## config.mk

```make
export PLATFORM = sky130hd
export DESIGN_NAME = sac_control
export DESIGN_NICKNAME = d
export VERILOG_FILES = /design/src/sac_pkg.sv /design/src/sac_control.sv
export VERILOG_INCLUDE_DIRS = /design/src
export SDC_FILE = /design/constraint.sdc
export NUM_CORES = 1
export LEC_CHECK = 0
export ABC_AREA = 1
export BUFFER_PORTS_ARGS = -buffer_cell sky130_fd_sc_hd__buf_2
export CAP_MARGIN = 20
export CORE_MARGIN = 5
export CORE_UTILIZATION = 40
export DETAILED_ROUTE_END_ITERATION = 10
export GPL_TIMING_DRIVEN = 0
export PLACE_DENSITY = 0.66
export SLEW_MARGIN = 20
export SYNTH_ARGS = -nofsm -noshare
export SYNTH_HDL_FRONTEND = slang
export SYNTH_SLANG_ARGS = --single-unit
```

## constraint.sdc

```tcl
create_clock -name clk -period 2.3 [get_ports clk]
set_clock_uncertainty 0.05 [all_clocks]
set_input_delay 0.345 -clock clk [delete_from_list [all_inputs] [get_ports clk]]
set_output_delay 0.345 -clock clk [all_outputs]
set_load 0.005 [all_outputs]
```

## src/sac_regs.svh

```systemverilog
`ifndef SAC_REGS_SVH
`define SAC_REGS_SVH

// ----------------------------------------------------------------------------
// register offsets (byte-wide registers on the plain register port)
// ----------------------------------------------------------------------------
`define SAC_OFS_SC1 4'h0
`define SAC_OFS_SC2 4'h1
`define SAC_OFS_RH 4'h2
`define SAC_OFS_RL 4'h3
`define SAC_OFS_CVH 4'h4
`define SAC_OFS_CVL 4'h5
`define SAC_OFS_CFG 4'h6
`define SAC_OFS_PC1 4'h7
`define SAC_OFS_PC2 4'h8
`define SAC_OFS_PC3 4'h9

// ----------------------------------------------------------------------------
// field positions
// ----------------------------------------------------------------------------
`define SAC_SC1_COCO 7
`define SAC_SC1_AIEN 6
`define SAC_SC1_CONT 5
`define SAC_SC2_ACT 7
`define SAC_SC2_TRG 6
`define SAC_SC2_ACFE 5
`define SAC_SC2_ACFGT 4
`define SAC_CFG_LPC 7
`define SAC_CFG_LSMP 4

// ----------------------------------------------------------------------------
// channel codes and reset values
// ----------------------------------------------------------------------------
`define SAC_CH_EXT_LAST 5'h17
`define SAC_CH_TEMP 5'h1a
`define SAC_CH_BANDGAP 5'h1b
`define SAC_CH_OFF 5'h1f
`define SAC_SC1_RST 8'h1f

// ----------------------------------------------------------------------------
// timing counts (in conversion clock ticks, settle in bus clocks)
// ----------------------------------------------------------------------------
`define SAC_SMP_SHORT 5'h04
`define SAC_SMP_LONG 5'h18
// one clock for the registered trial code, four for the comparator synchroniser
`define SAC_SETTLE 3'h5

`endif

```

## src/sac_pkg.sv

```systemverilog
package sac_pkg;

  // conversion clock sources
  typedef enum logic [1:0] {
    sac_src_bus,
    sac_src_bus_half,
    sac_src_alt,
    sac_src_local
  } sac_clk_src_e;

  // result formats
  typedef enum logic [1:0] {
    sac_mode_8,
    sac_mode_12,
    sac_mode_10,
    sac_mode_rsv
  } sac_mode_e;

  // converter sequencer
  typedef enum logic [1:0] {
    sac_idle,
    sac_sample,
    sac_trial,
    sac_done
  } sac_state_e;

  // register port request
  typedef struct packed {
    logic [3:0] addr;
    logic [7:0] wdata;
    logic wr;
    logic rd;
  } sac_bus_s;

  // power state of the surrounding chip
  typedef struct packed {
    logic wait_mode;
    logic stop3_mode;
    logic stop2_mode;
  } sac_power_s;

  // controls toward the analog front end
  typedef struct packed {
    logic [4:0] mux_sel;
    logic ext_en;
    logic temp_en;
    logic bandgap_en;
    logic sample;
    logic [11:0] dac_code;
    logic sar_power;
    logic high_power;
  } sac_analog_s;

endpackage

```

## src/sac_control.sv

```systemverilog
// Notes on behaviour
// RL1 - code 11010 routes temperature sensor to sampler
// RL2 - code 11011 routes bandgap reference to sampler
// RL3 - reserved channel codes give undefined results
// RL4 - bits of absent channels are reserved
// RL5 - four conversion clock sources selectable
// RL6 - alternate source is external reference clock
// RL7 - divide field scales source into conversion clock
// RL8 - alternate clock keeps running in wait
// RL9 - alternate clock unusable in stop states
// RL10 - counter overflow starts conversion when enabled
// RL11 - hardware trigger works in run, wait, stop3
// RL12 - successive approximation yields twelve bit result
// RL13 - right-justified 12, 10 or 8 bit results
// RL14 - single or continuous; single returns to idle
// RL15 - optional compare, less-than or greater-equal
// RL16 - completion flag with interrupt request
// RL17 - sample time and power trade configurable
// RL18 - keeps converting in wait and stop3
// RL19 - software uses long sample, slow clock for sensor
// RL20 - multiplexer covers up to 28 channels
// RL21 - codes 0 to 23 select external inputs
// RL22 - all-ones code powers off and isolates input
// RL23 - control write aborts and restarts conversion
//
// Decided for this implementation: the plain strobed port and the register addresses.
`timescale 1ns/10ps
`default_nettype none
`include "sac_regs.svh"

module sac_control
  import sac_pkg::*;
#(
  parameter logic [23:0] CHAN_PRESENT = 24'hffffff
) (
  // clock and reset
  input wire logic clk,
  input wire logic arst_n,
  // register port
  input wire sac_bus_s bus_in,
  output logic [7:0] rdata,
  // chip power state
  input wire sac_power_s power_in,
  // asynchronous inputs
  input wire logic hw_conv_trigger,
  input wire logic ext_reference_clock,
  input wire logic local_async_conv_clock,
  input wire logic cmp_hi,
  // analog front end and pins
  output sac_analog_s analog_out,
  output logic [23:0] pin_ctrl,
  // interrupt request
  output logic conv_irq
);

  // ----------------------------------------------------------------------------
  // input synchronisers
  // ----------------------------------------------------------------------------
  logic [3:0] raw_in; // async inputs in one vector
  logic [3:0] sync1_reg; // first stage, read only by the second
  logic [3:0] sync2_reg; // second stage
  logic [3:0] sync3_reg; // third stage
  logic [3:0] stable_reg; // accepted value once stages two and three agree
  logic [3:0] stable_prev_reg; // for edge detection
  logic [3:0] agree;

  assign raw_in = {cmp_hi, hw_conv_trigger, local_async_conv_clock, ext_reference_clock};
  assign agree = ~(sync2_reg ^ sync3_reg);

  // three flops, then a change is taken only when two and three agree
  always_ff @(posedge clk or negedge arst_n) begin
    if (!arst_n) begin
      sync1_reg <= 4'h0;
      sync2_reg <= 4'h0;
      sync3_reg <= 4'h0;
      stable_reg <= 4'h0;
      stable_prev_reg <= 4'h0;
    end else begin
      sync1_reg <= raw_in;
      sync2_reg <= sync1_reg;
      sync3_reg <= sync2_reg;
      stable_reg <= (agree & sync3_reg) | (~agree & stable_reg);
      stable_prev_reg <= stable_reg;
    end
  end

  logic alt_rise; // rising edge of the external reference clock
  logic local_rise; // rising edge of the local asynchronous clock
  logic hw_rise; // counter overflow event
  logic cmp_level; // comparator: input at or above trial code

  assign alt_rise = stable_reg[0] & ~stable_prev_reg[0]; // RL6
  assign local_rise = stable_reg[1] & ~stable_prev_reg[1];
  assign hw_rise = stable_reg[2] & ~stable_prev_reg[2];
  assign cmp_level = stable_reg[3];

  // ----------------------------------------------------------------------------
  // register port decode
  // ----------------------------------------------------------------------------
  logic wr_sc1;
  logic rd_rl;
  logic [4:0] ch_reg; // channel_select_field
  logic aien_reg; // completion interrupt enable
  logic cont_reg; // continuous conversion
  logic coco_reg; // conversion complete flag
  logic trg_reg; // hardware trigger select
  logic acfe_reg; // compare enable
  logic acfgt_reg; // compare greater-or-equal
  logic [11:0] cv_reg; // compare value
  logic lpc_reg; // low power, slower conversion
  logic [1:0] div_reg; // clock_divide_field
  logic lsmp_reg; // long sample
  sac_mode_e mode_reg; // result format
  sac_clk_src_e src_reg; // conversion clock source
  logic [23:0] pc_reg; // pin control, digital buffers off
  logic [11:0] result_reg; // last accepted result

  assign wr_sc1 = bus_in.wr && (bus_in.addr == `SAC_OFS_SC1);
  assign rd_rl = bus_in.rd && (bus_in.addr == `SAC_OFS_RL);

  // control registers written by software
  always_ff @(posedge clk or negedge arst_n) begin
    if (!arst_n) begin
      ch_reg <= `SAC_CH_OFF;
      aien_reg <= 1'b0;
      cont_reg <= 1'b0;
      trg_reg <= 1'b0;
      acfe_reg <= 1'b0;
      acfgt_reg <= 1'b0;
      cv_reg <= 12'h000;
      lpc_reg <= 1'b0;
      div_reg <= 2'h0;
      lsmp_reg <= 1'b0;
      mode_reg <= sac_mode_8;
      src_reg <= sac_src_bus;
      pc_reg <= 24'h000000;
    end else if (bus_in.wr) begin
      case (bus_in.addr)
        `SAC_OFS_SC1: begin
          ch_reg <= bus_in.wdata[4:0];
          aien_reg <= bus_in.wdata[`SAC_SC1_AIEN];
          cont_reg <= bus_in.wdata[`SAC_SC1_CONT];
        end
        `SAC_OFS_SC2: begin
          trg_reg <= bus_in.wdata[`SAC_SC2_TRG];
          acfe_reg <= bus_in.wdata[`SAC_SC2_ACFE];
          acfgt_reg <= bus_in.wdata[`SAC_SC2_ACFGT];
        end
        `SAC_OFS_CVH: cv_reg[11:8] <= bus_in.wdata[3:0];
        `SAC_OFS_CVL: cv_reg[7:0] <= bus_in.wdata;
        `SAC_OFS_CFG: begin
          lpc_reg <= bus_in.wdata[`SAC_CFG_LPC]; // RL17
          div_reg <= bus_in.wdata[6:5];
          lsmp_reg <= bus_in.wdata[`SAC_CFG_LSMP]; // RL17
          mode_reg <= sac_mode_e'(bus_in.wdata[3:2]);
          src_reg <= sac_clk_src_e'(bus_in.wdata[1:0]);
        end
        // bits of absent channels never store and read as zero
        `SAC_OFS_PC1: pc_reg[7:0] <= bus_in.wdata & CHAN_PRESENT[7:0]; // RL4
        `SAC_OFS_PC2: pc_reg[15:8] <= bus_in.wdata & CHAN_PRESENT[15:8]; // RL4
        `SAC_OFS_PC3: pc_reg[23:16] <= bus_in.wdata & CHAN_PRESENT[23:16]; // RL4
        default: begin
          // unmapped offsets ignore writes
        end
      endcase
    end
  end

  // ----------------------------------------------------------------------------
  // conversion clock: source select and divider
  // ----------------------------------------------------------------------------
  logic half_reg; // bus clock halved
  logic src_tick; // one pulse per selected source period
  logic [2:0] div_cnt_reg;
  logic [2:0] div_limit;
  logic conv_tick_reg; // one pulse per conversion clock period

  always_ff @(posedge clk or negedge arst_n) begin
    if (!arst_n) begin
      half_reg <= 1'b0;
    end else begin
      half_reg <= ~half_reg;
    end
  end

  // bus clocks halt in stop3; the alternate clock is barred in both stops
  always_comb begin
    src_tick = 1'b0;
    case (src_reg) // RL5
      sac_src_bus: src_tick = !power_in.stop3_mode;
      sac_src_bus_half: src_tick = half_reg && !power_in.stop3_mode;
      // wait mode leaves the alternate clock running
      sac_src_alt: src_tick = alt_rise && !power_in.stop3_mode && !power_in.stop2_mode; // RL8 RL9
      sac_src_local: src_tick = local_rise; // RL18
      default: src_tick = 1'b0;
    endcase
    if (power_in.stop2_mode) begin
      src_tick = 1'b0;
    end
  end

  // divide by 1, 2, 4 or 8; software keeps the result in range
  assign div_limit = 3'((4'h1 << div_reg) - 4'h1); // RL7

  always_ff @(posedge clk or negedge arst_n) begin
    if (!arst_n) begin
      div_cnt_reg <= 3'h0;
      conv_tick_reg <= 1'b0;
    end else begin
      conv_tick_reg <= 1'b0;
      if (src_tick) begin
        if (div_cnt_reg >= div_limit) begin // RL7
          div_cnt_reg <= 3'h0;
          conv_tick_reg <= 1'b1;
        end else begin
          div_cnt_reg <= div_cnt_reg + 3'h1;
        end
      end
    end
  end

  // ----------------------------------------------------------------------------
  // conversion sequencer
  // ----------------------------------------------------------------------------
  sac_state_e state_reg;
  logic [4:0] smp_cnt_reg; // sample ticks so far
  logic [4:0] smp_limit;
  logic [3:0] bit_reg; // bit under trial
  logic [11:0] sar_reg; // approximation register
  logic [2:0] settle_reg; // bus clocks left for comparator to settle
  logic lp_half_reg; // low power: first of two ticks per bit seen
  logic sw_start;
  logic hw_start;
  logic abort;

  assign smp_limit = lsmp_reg ? `SAC_SMP_LONG : `SAC_SMP_SHORT; // RL17
  // all-ones channel code never starts anything, nor does a write in stop2
  assign sw_start = wr_sc1 && !trg_reg && (bus_in.wdata[4:0] != `SAC_CH_OFF)
                    && !power_in.stop2_mode; // RL23 RL22
  // overflow starts from idle; stop2 removes the module entirely
  assign hw_start = trg_reg && hw_rise && (ch_reg != `SAC_CH_OFF)
                    && !power_in.stop2_mode; // RL10 RL11
  assign abort = wr_sc1 || power_in.stop2_mode; // RL23

  always_ff @(posedge clk or negedge arst_n) begin
    if (!arst_n) begin
      state_reg <= sac_idle;
      smp_cnt_reg <= 5'h00;
      bit_reg <= 4'h0;
      sar_reg <= 12'h000;
      settle_reg <= 3'h0;
      lp_half_reg <= 1'b0;
    end else if (abort) begin
      // a control write cancels the current one, then maybe restarts
      state_reg <= sw_start ? sac_sample : sac_idle; // RL23
      smp_cnt_reg <= 5'h00;
    end else begin
      case (state_reg)
        sac_idle: begin
          if (hw_start) begin
            state_reg <= sac_sample; // RL10
            smp_cnt_reg <= 5'h00;
          end
        end
        sac_sample: begin
          if (conv_tick_reg) begin
            if (smp_cnt_reg >= smp_limit - 5'h01) begin
              state_reg <= sac_trial;
              sar_reg <= 12'h800; // RL12
              bit_reg <= 4'hb;
              settle_reg <= `SAC_SETTLE;
              lp_half_reg <= 1'b0;
            end else begin
              smp_cnt_reg <= smp_cnt_reg + 5'h01;
            end
          end
        end
        sac_trial: begin
          // the synchroniser delays the comparator, so wait it out
          if (settle_reg != 3'h0) begin
            settle_reg <= settle_reg - 3'h1;
          end else if (conv_tick_reg && lpc_reg && !lp_half_reg) begin
            lp_half_reg <= 1'b1; // RL17
          end else if (conv_tick_reg) begin
            lp_half_reg <= 1'b0;
            // keep the trial bit only if the input reaches it
            sar_reg[bit_reg] <= cmp_level; // RL12
            if (bit_reg == 4'h0) begin
              state_reg <= sac_done;
            end else begin
              bit_reg <= bit_reg - 4'h1;
              sar_reg[bit_reg - 4'h1] <= 1'b1;
              settle_reg <= `SAC_SETTLE;
            end
          end
        end
        sac_done: begin
          if (cont_reg && ch_reg != `SAC_CH_OFF) begin
            state_reg <= sac_sample; // RL14
            smp_cnt_reg <= 5'h00;
          end else begin
            state_reg <= sac_idle; // RL14
          end
        end
        default: state_reg <= sac_idle;
      endcase
    end
  end

  // ----------------------------------------------------------------------------
  // result formatting and compare
  // ----------------------------------------------------------------------------
  logic [11:0] fmt_sar; // sar value, right-justified in chosen width
  logic [11:0] fmt_cv; // compare value at the same width
  logic cmp_true;
  logic done_ok;

  always_comb begin
    fmt_sar = sar_reg;
    fmt_cv = cv_reg;
    case (mode_reg) // RL13
      sac_mode_8: begin
        fmt_sar = {4'h0, sar_reg[11:4]};
        fmt_cv = {4'h0, cv_reg[7:0]};
      end
      sac_mode_10: begin
        fmt_sar = {2'h0, sar_reg[11:2]};
        fmt_cv = {2'h0, cv_reg[9:0]};
      end
      sac_mode_12: begin
        fmt_sar = sar_reg;
        fmt_cv = cv_reg;
      end
      default: begin
        fmt_sar = sar_reg;
        fmt_cv = cv_reg;
      end
    endcase
  end

  assign cmp_true = acfgt_reg ? (fmt_sar >= fmt_cv) : (fmt_sar < fmt_cv); // RL15
  assign done_ok = (state_reg == sac_done) && (!acfe_reg || cmp_true); // RL15

  // result held until the next accepted conversion
  always_ff @(posedge clk or negedge arst_n) begin
    if (!arst_n) begin
      result_reg <= 12'h000;
    end else if (done_ok) begin
      result_reg <= fmt_sar; // RL13
    end
  end

  // completion flag: a new completion beats a clearing write or read
  always_ff @(posedge clk or negedge arst_n) begin
    if (!arst_n) begin
      coco_reg <= 1'b0;
    end else if (done_ok) begin
      coco_reg <= 1'b1; // RL16
    end else if (wr_sc1 || rd_rl) begin
      coco_reg <= 1'b0;
    end
  end

  // interrupt follows the flag one cycle later
  always_ff @(posedge clk or negedge arst_n) begin
    if (!arst_n) begin
      conv_irq <= 1'b0;
    end else begin
      conv_irq <= coco_reg && aien_reg; // RL16
    end
  end

  // ----------------------------------------------------------------------------
  // analog front end controls
  // ----------------------------------------------------------------------------
  // reserved codes enable no source, so their result is whatever floats
  always_ff @(posedge clk or negedge arst_n) begin
    if (!arst_n) begin
      // mux code matches the channel register reset, so routes stay coherent
      analog_out <= '0;
      analog_out.mux_sel <= `SAC_CH_OFF;
    end else begin
      analog_out.mux_sel <= ch_reg; // RL20 RL3
      analog_out.ext_en <= (ch_reg <= `SAC_CH_EXT_LAST); // RL21
      analog_out.temp_en <= (ch_reg == `SAC_CH_TEMP); // RL1
      analog_out.bandgap_en <= (ch_reg == `SAC_CH_BANDGAP); // RL2
      analog_out.sample <= (state_reg == sac_sample);
      analog_out.dac_code <= sar_reg;
      // all-ones code keeps the converter unpowered
      analog_out.sar_power <= (state_reg != sac_idle) && (ch_reg != `SAC_CH_OFF); // RL22
      analog_out.high_power <= !lpc_reg; // RL17
    end
  end

  always_ff @(posedge clk or negedge arst_n) begin
    if (!arst_n) begin
      pin_ctrl <= 24'h000000;
    end else begin
      pin_ctrl <= pc_reg;
    end
  end

  // ----------------------------------------------------------------------------
  // read data, valid the cycle after the strobe
  // ----------------------------------------------------------------------------
  always_ff @(posedge clk or negedge arst_n) begin
    if (!arst_n) begin
      rdata <= 8'h00;
    end else if (bus_in.rd) begin
      case (bus_in.addr)
        `SAC_OFS_SC1: rdata <= {coco_reg, aien_reg, cont_reg, ch_reg};
        `SAC_OFS_SC2: rdata <= {state_reg != sac_idle, trg_reg, acfe_reg, acfgt_reg, 4'h0};
        `SAC_OFS_RH: rdata <= {4'h0, result_reg[11:8]};
        `SAC_OFS_RL: rdata <= result_reg[7:0];
        `SAC_OFS_CVH: rdata <= {4'h0, cv_reg[11:8]};
        `SAC_OFS_CVL: rdata <= cv_reg[7:0];
        `SAC_OFS_CFG: rdata <= {lpc_reg, div_reg, lsmp_reg, mode_reg, src_reg};
        `SAC_OFS_PC1: rdata <= pc_reg[7:0];
        `SAC_OFS_PC2: rdata <= pc_reg[15:8];
        `SAC_OFS_PC3: rdata <= pc_reg[23:16];
        default: rdata <= 8'h00;
      endcase
    end else begin
      rdata <= 8'h00;
    end
  end

endmodule
`default_nettype wire

```

==> impl_metrics.yaml <==
clock_tree:
  cts-root-buf: "clkbuf_16"
  cts_buffer_depth: 2
  cts.sinks: 174
  clk_pin_slew_ns: 0.07
  cts_buffers: 17
  clkLatencyLatePin_ns: 0.44
  cts_tree: "yes"
  htree_levels: 4
yosys:
  syn_avg_cell_area_sq_um: 8.91
  syn_nets: 935
  synth_top_area_cell: "dfrtp_1"
  ys_seq_area_share_pct: 55.6
  yosys_warnings: 0
  ys_top_cells_by_area: "dfrtp_1 52%, nand2_1 13%, o21ai_0 5.7%"
  syn_inst: 881
  synth_top_cell_area_share_pct: 52.3
  synthFlopType: "dfrtp_1"
  synth-edff-count: 0
  ys_seq_elements: 174
  synthesis.area_sq_um: 7850
  synth_cell_type_count: 42
  async_flop_share_pct: 100
cells_and_area:
  most-common-layout-cells: "253 x nand2_1, 164 x dfrtp_1, 89 x inv_1, 89 x o21ai_0, 80 x buf_2"
  final_common_cell: "nand2_1"
  diodes: 0
  final_layout_size_suffix_gt1_share_pct: 20.8
  stdcell_area_sq_um: 9650
  fill_cells: 1818
  final_nets: 1063
  areaGrowthSynthToFinish_pct: 23.0
critical_path:
  path_max_fanout: 8
  path_class: "reg2reg"
  r2r_start: "mode_reg[0]"
  crit_start: "mode_reg[0]"
  worstPathRequired_ns: 2.58
  rr_endpoint: "result_reg[0]"
  ff2ff_path_depth: 17
  crit_path_end_kind: "flip-flop"
  rrSetupSlack_ns: -0.18
  arrival_ns: 2.76
  cp-start-kind: "flip-flop"
detailed_routing:
  routed_via_density: 5.00
  antenna_left: 0
  via_count: 6435
  first_pass_iters: 5
  wire_per_inst_microns: 15.3
  detail_route.iter0.violations: 531
  routed_wl_microns: 19700
  drc: 0
sta:
  hold_viol_final: 0
  tightestPinTransition_ns: 0.619
  rsz0062_at_grt: "true"
  finalCritPeriodShare_pct: 108
  finalSetupViolations: 13
  max_freq_mhz: 404
  timing.final.ws_setup_ns: -0.176
  drv_slew: 0
  period_needed_ns: 2.48
  hold-worst-slack_ns: 0.206
  relSlewSlack_pct: 58.7
pwr:
  total_leakage_power_nw: 4.89
  ir_worst_vdd_mv: 0.604
  power_density_nw_per_um2: 1130
floorplanning:
  row_count: 51
  die-area_sq_um: 22500
  start_util_pct: 40.5
  ios: 79
  die_width_microns: 150
  die_h_microns: 150
  core_sq_um: 19400
place:
  port_buffers: 76
  dpl.hpwl_microns: 13900
  placed_area_sq_um: 8600
  gp_congestion: 0.882
  pre_cts_slack_ns: -0.490
job:
  drv.max_cap_violation_count: 0
worst_hold_path:
  whs_endpoint: "div_cnt_reg[2]"
  hp-class: "in2reg"
  min_path_cells: 4
  hold_start: "power_in[1]"
global_route:
  grt_first_pass_wirelength_microns: 31900
  grt_pass1_vias: 6118
  grt_max_degree: 91
  antenna_found_initial: 0
  grt.overflow.total: 0
  grt_util_all_layers_pct: 18.1
run_status:
  status: "finished, violations left"
  violations: "negative setup slack"
-- worst max-delay path by stage --
stage | cells past startpoint | slack, ns | endpoint
4_1_cts | 17 | -0.05 | result_reg[7]
2_1_floorplan | 16 | 0.02 | result_reg[4]
3_3_place_gp | 1 | -1.87 | sync1_reg[0]
6_report | 17 | -0.18 | result_reg[0]
3_5_place_dp | 14 | -0.49 | result_reg[7]
5_1_grt | 17 | -0.32 | result_reg[6]
-- critical path: stages, from the launching register on --
cell and delay [ns]:
dfrtp_1 0.38, buf_6 0.14, nor2_4 0.15, clkinv_4 0.12, o22ai_4 0.13, a21oi_2 0.06, ha_1 0.31, nand2_1 0.08
nand2_1 0.06, nand2_1 0.08, nand2_2 0.07, a21oi_2 0.15, nand3_2 0.10, nand3_4 0.12, nand2_4 0.08, buf_4 0.16
nand2_1 0.06, nand2_1 0.05
-- cell type report --
cell class,count,area (sq um),share of cell area [%]
well taps,265,332,3.44
flip-flops and latches,174,4370,45.3
plain buffers,20,133,1.37
clock inverters,12,151,1.57
clock buffers,20,447,4.63
inverters,97,377,3.90
repair buffers,109,672,6.96
multi-input cells,590,3170,32.9
-- stage by stage --
stage | instances | utilization [%] | TNS [ns] | total power [mW]
floorplan | 881 | - | 0 | 6.36
detailed placement | 1223 | 44.3 | -5.81 | 7.42
CTS | 1277 | 49.0 | -0.430 | 10.7
global route | 1287 | 49.7 | -3.82 | 11.6
finish | 1287 | 49.7 | -2.03 | 10.9
global placement | 1222 | 44.2 | -317.85 | 7.33
-- power by group --
part / leakage (nW) / switching, mW / internal [mW]
logic: 2.39 / 2.17 / 1.44
clock network: 0.294 / 1.25 / 1.66
registers: 2.21 / 0.554 / 3.80
-- cells by family (layout without fill, tap and decap cells) --
| family | after synthesis | count (layout) | share of synthesized area (%) |
|---|---|---|---|
| AOI/OAI and AO/OA | 158 | 158 | 11.0 |
| buffers and inverters | 117 | 258 | 6.15 |
| xor gates and xnor gates | 3 | 3 | 0.335 |
| and+or+nand+nor | 394 | 394 | 21.5 |
| adders and majority gates | 35 | 35 | 5.45 |
| DFF | 174 | 174 | 55.6 |
-- cell usage after synthesis, types with 3 or more instances --
cell and n:
o21ai_1 3, clkinv_1 4, a31oi_1 4, inv_1 91, or2_2 3, buf_2 6, a22o_1 4, ha_1 31
nor2_2 5, dfstp_2 10, a21oi_1 35, nand4_1 14, nand3_1 49, o21ai_0 89, buf_6 3, nor2_1 37
nand2_1 266, buf_4 3, maj3_1 4, nor3_1 6, nand3b_1 5, dfrtp_1 164, clkbuf_1 8, a211oi_1 4
o22ai_1 12
-- repair_timing --
item                       4_1_cts  5_1_grt
hold endpoints to repair        88        0
cloned                           1        1
hold buffers                     5        0
buffers inserted                16        9
pin swaps                        5       13
setup endpoints to repair       13       19
gates resized for setup         32       20
-- metal layers --
layer | up-vias | GRT usage, % | wire length [microns] | share of wire (%)
met5 | - | 0 | 0 | 0
met4 | 0 | 7.32 | 490 | 2.5
met3 | 38 | 3.12 | 854 | 4.3
met2 | 180 | 28.1 | 9340 | 47
met1 | 3064 | 25.3 | 9030 | 46
li1 | 3153 | - | - | -
Power figures use the tool's default switching activity.
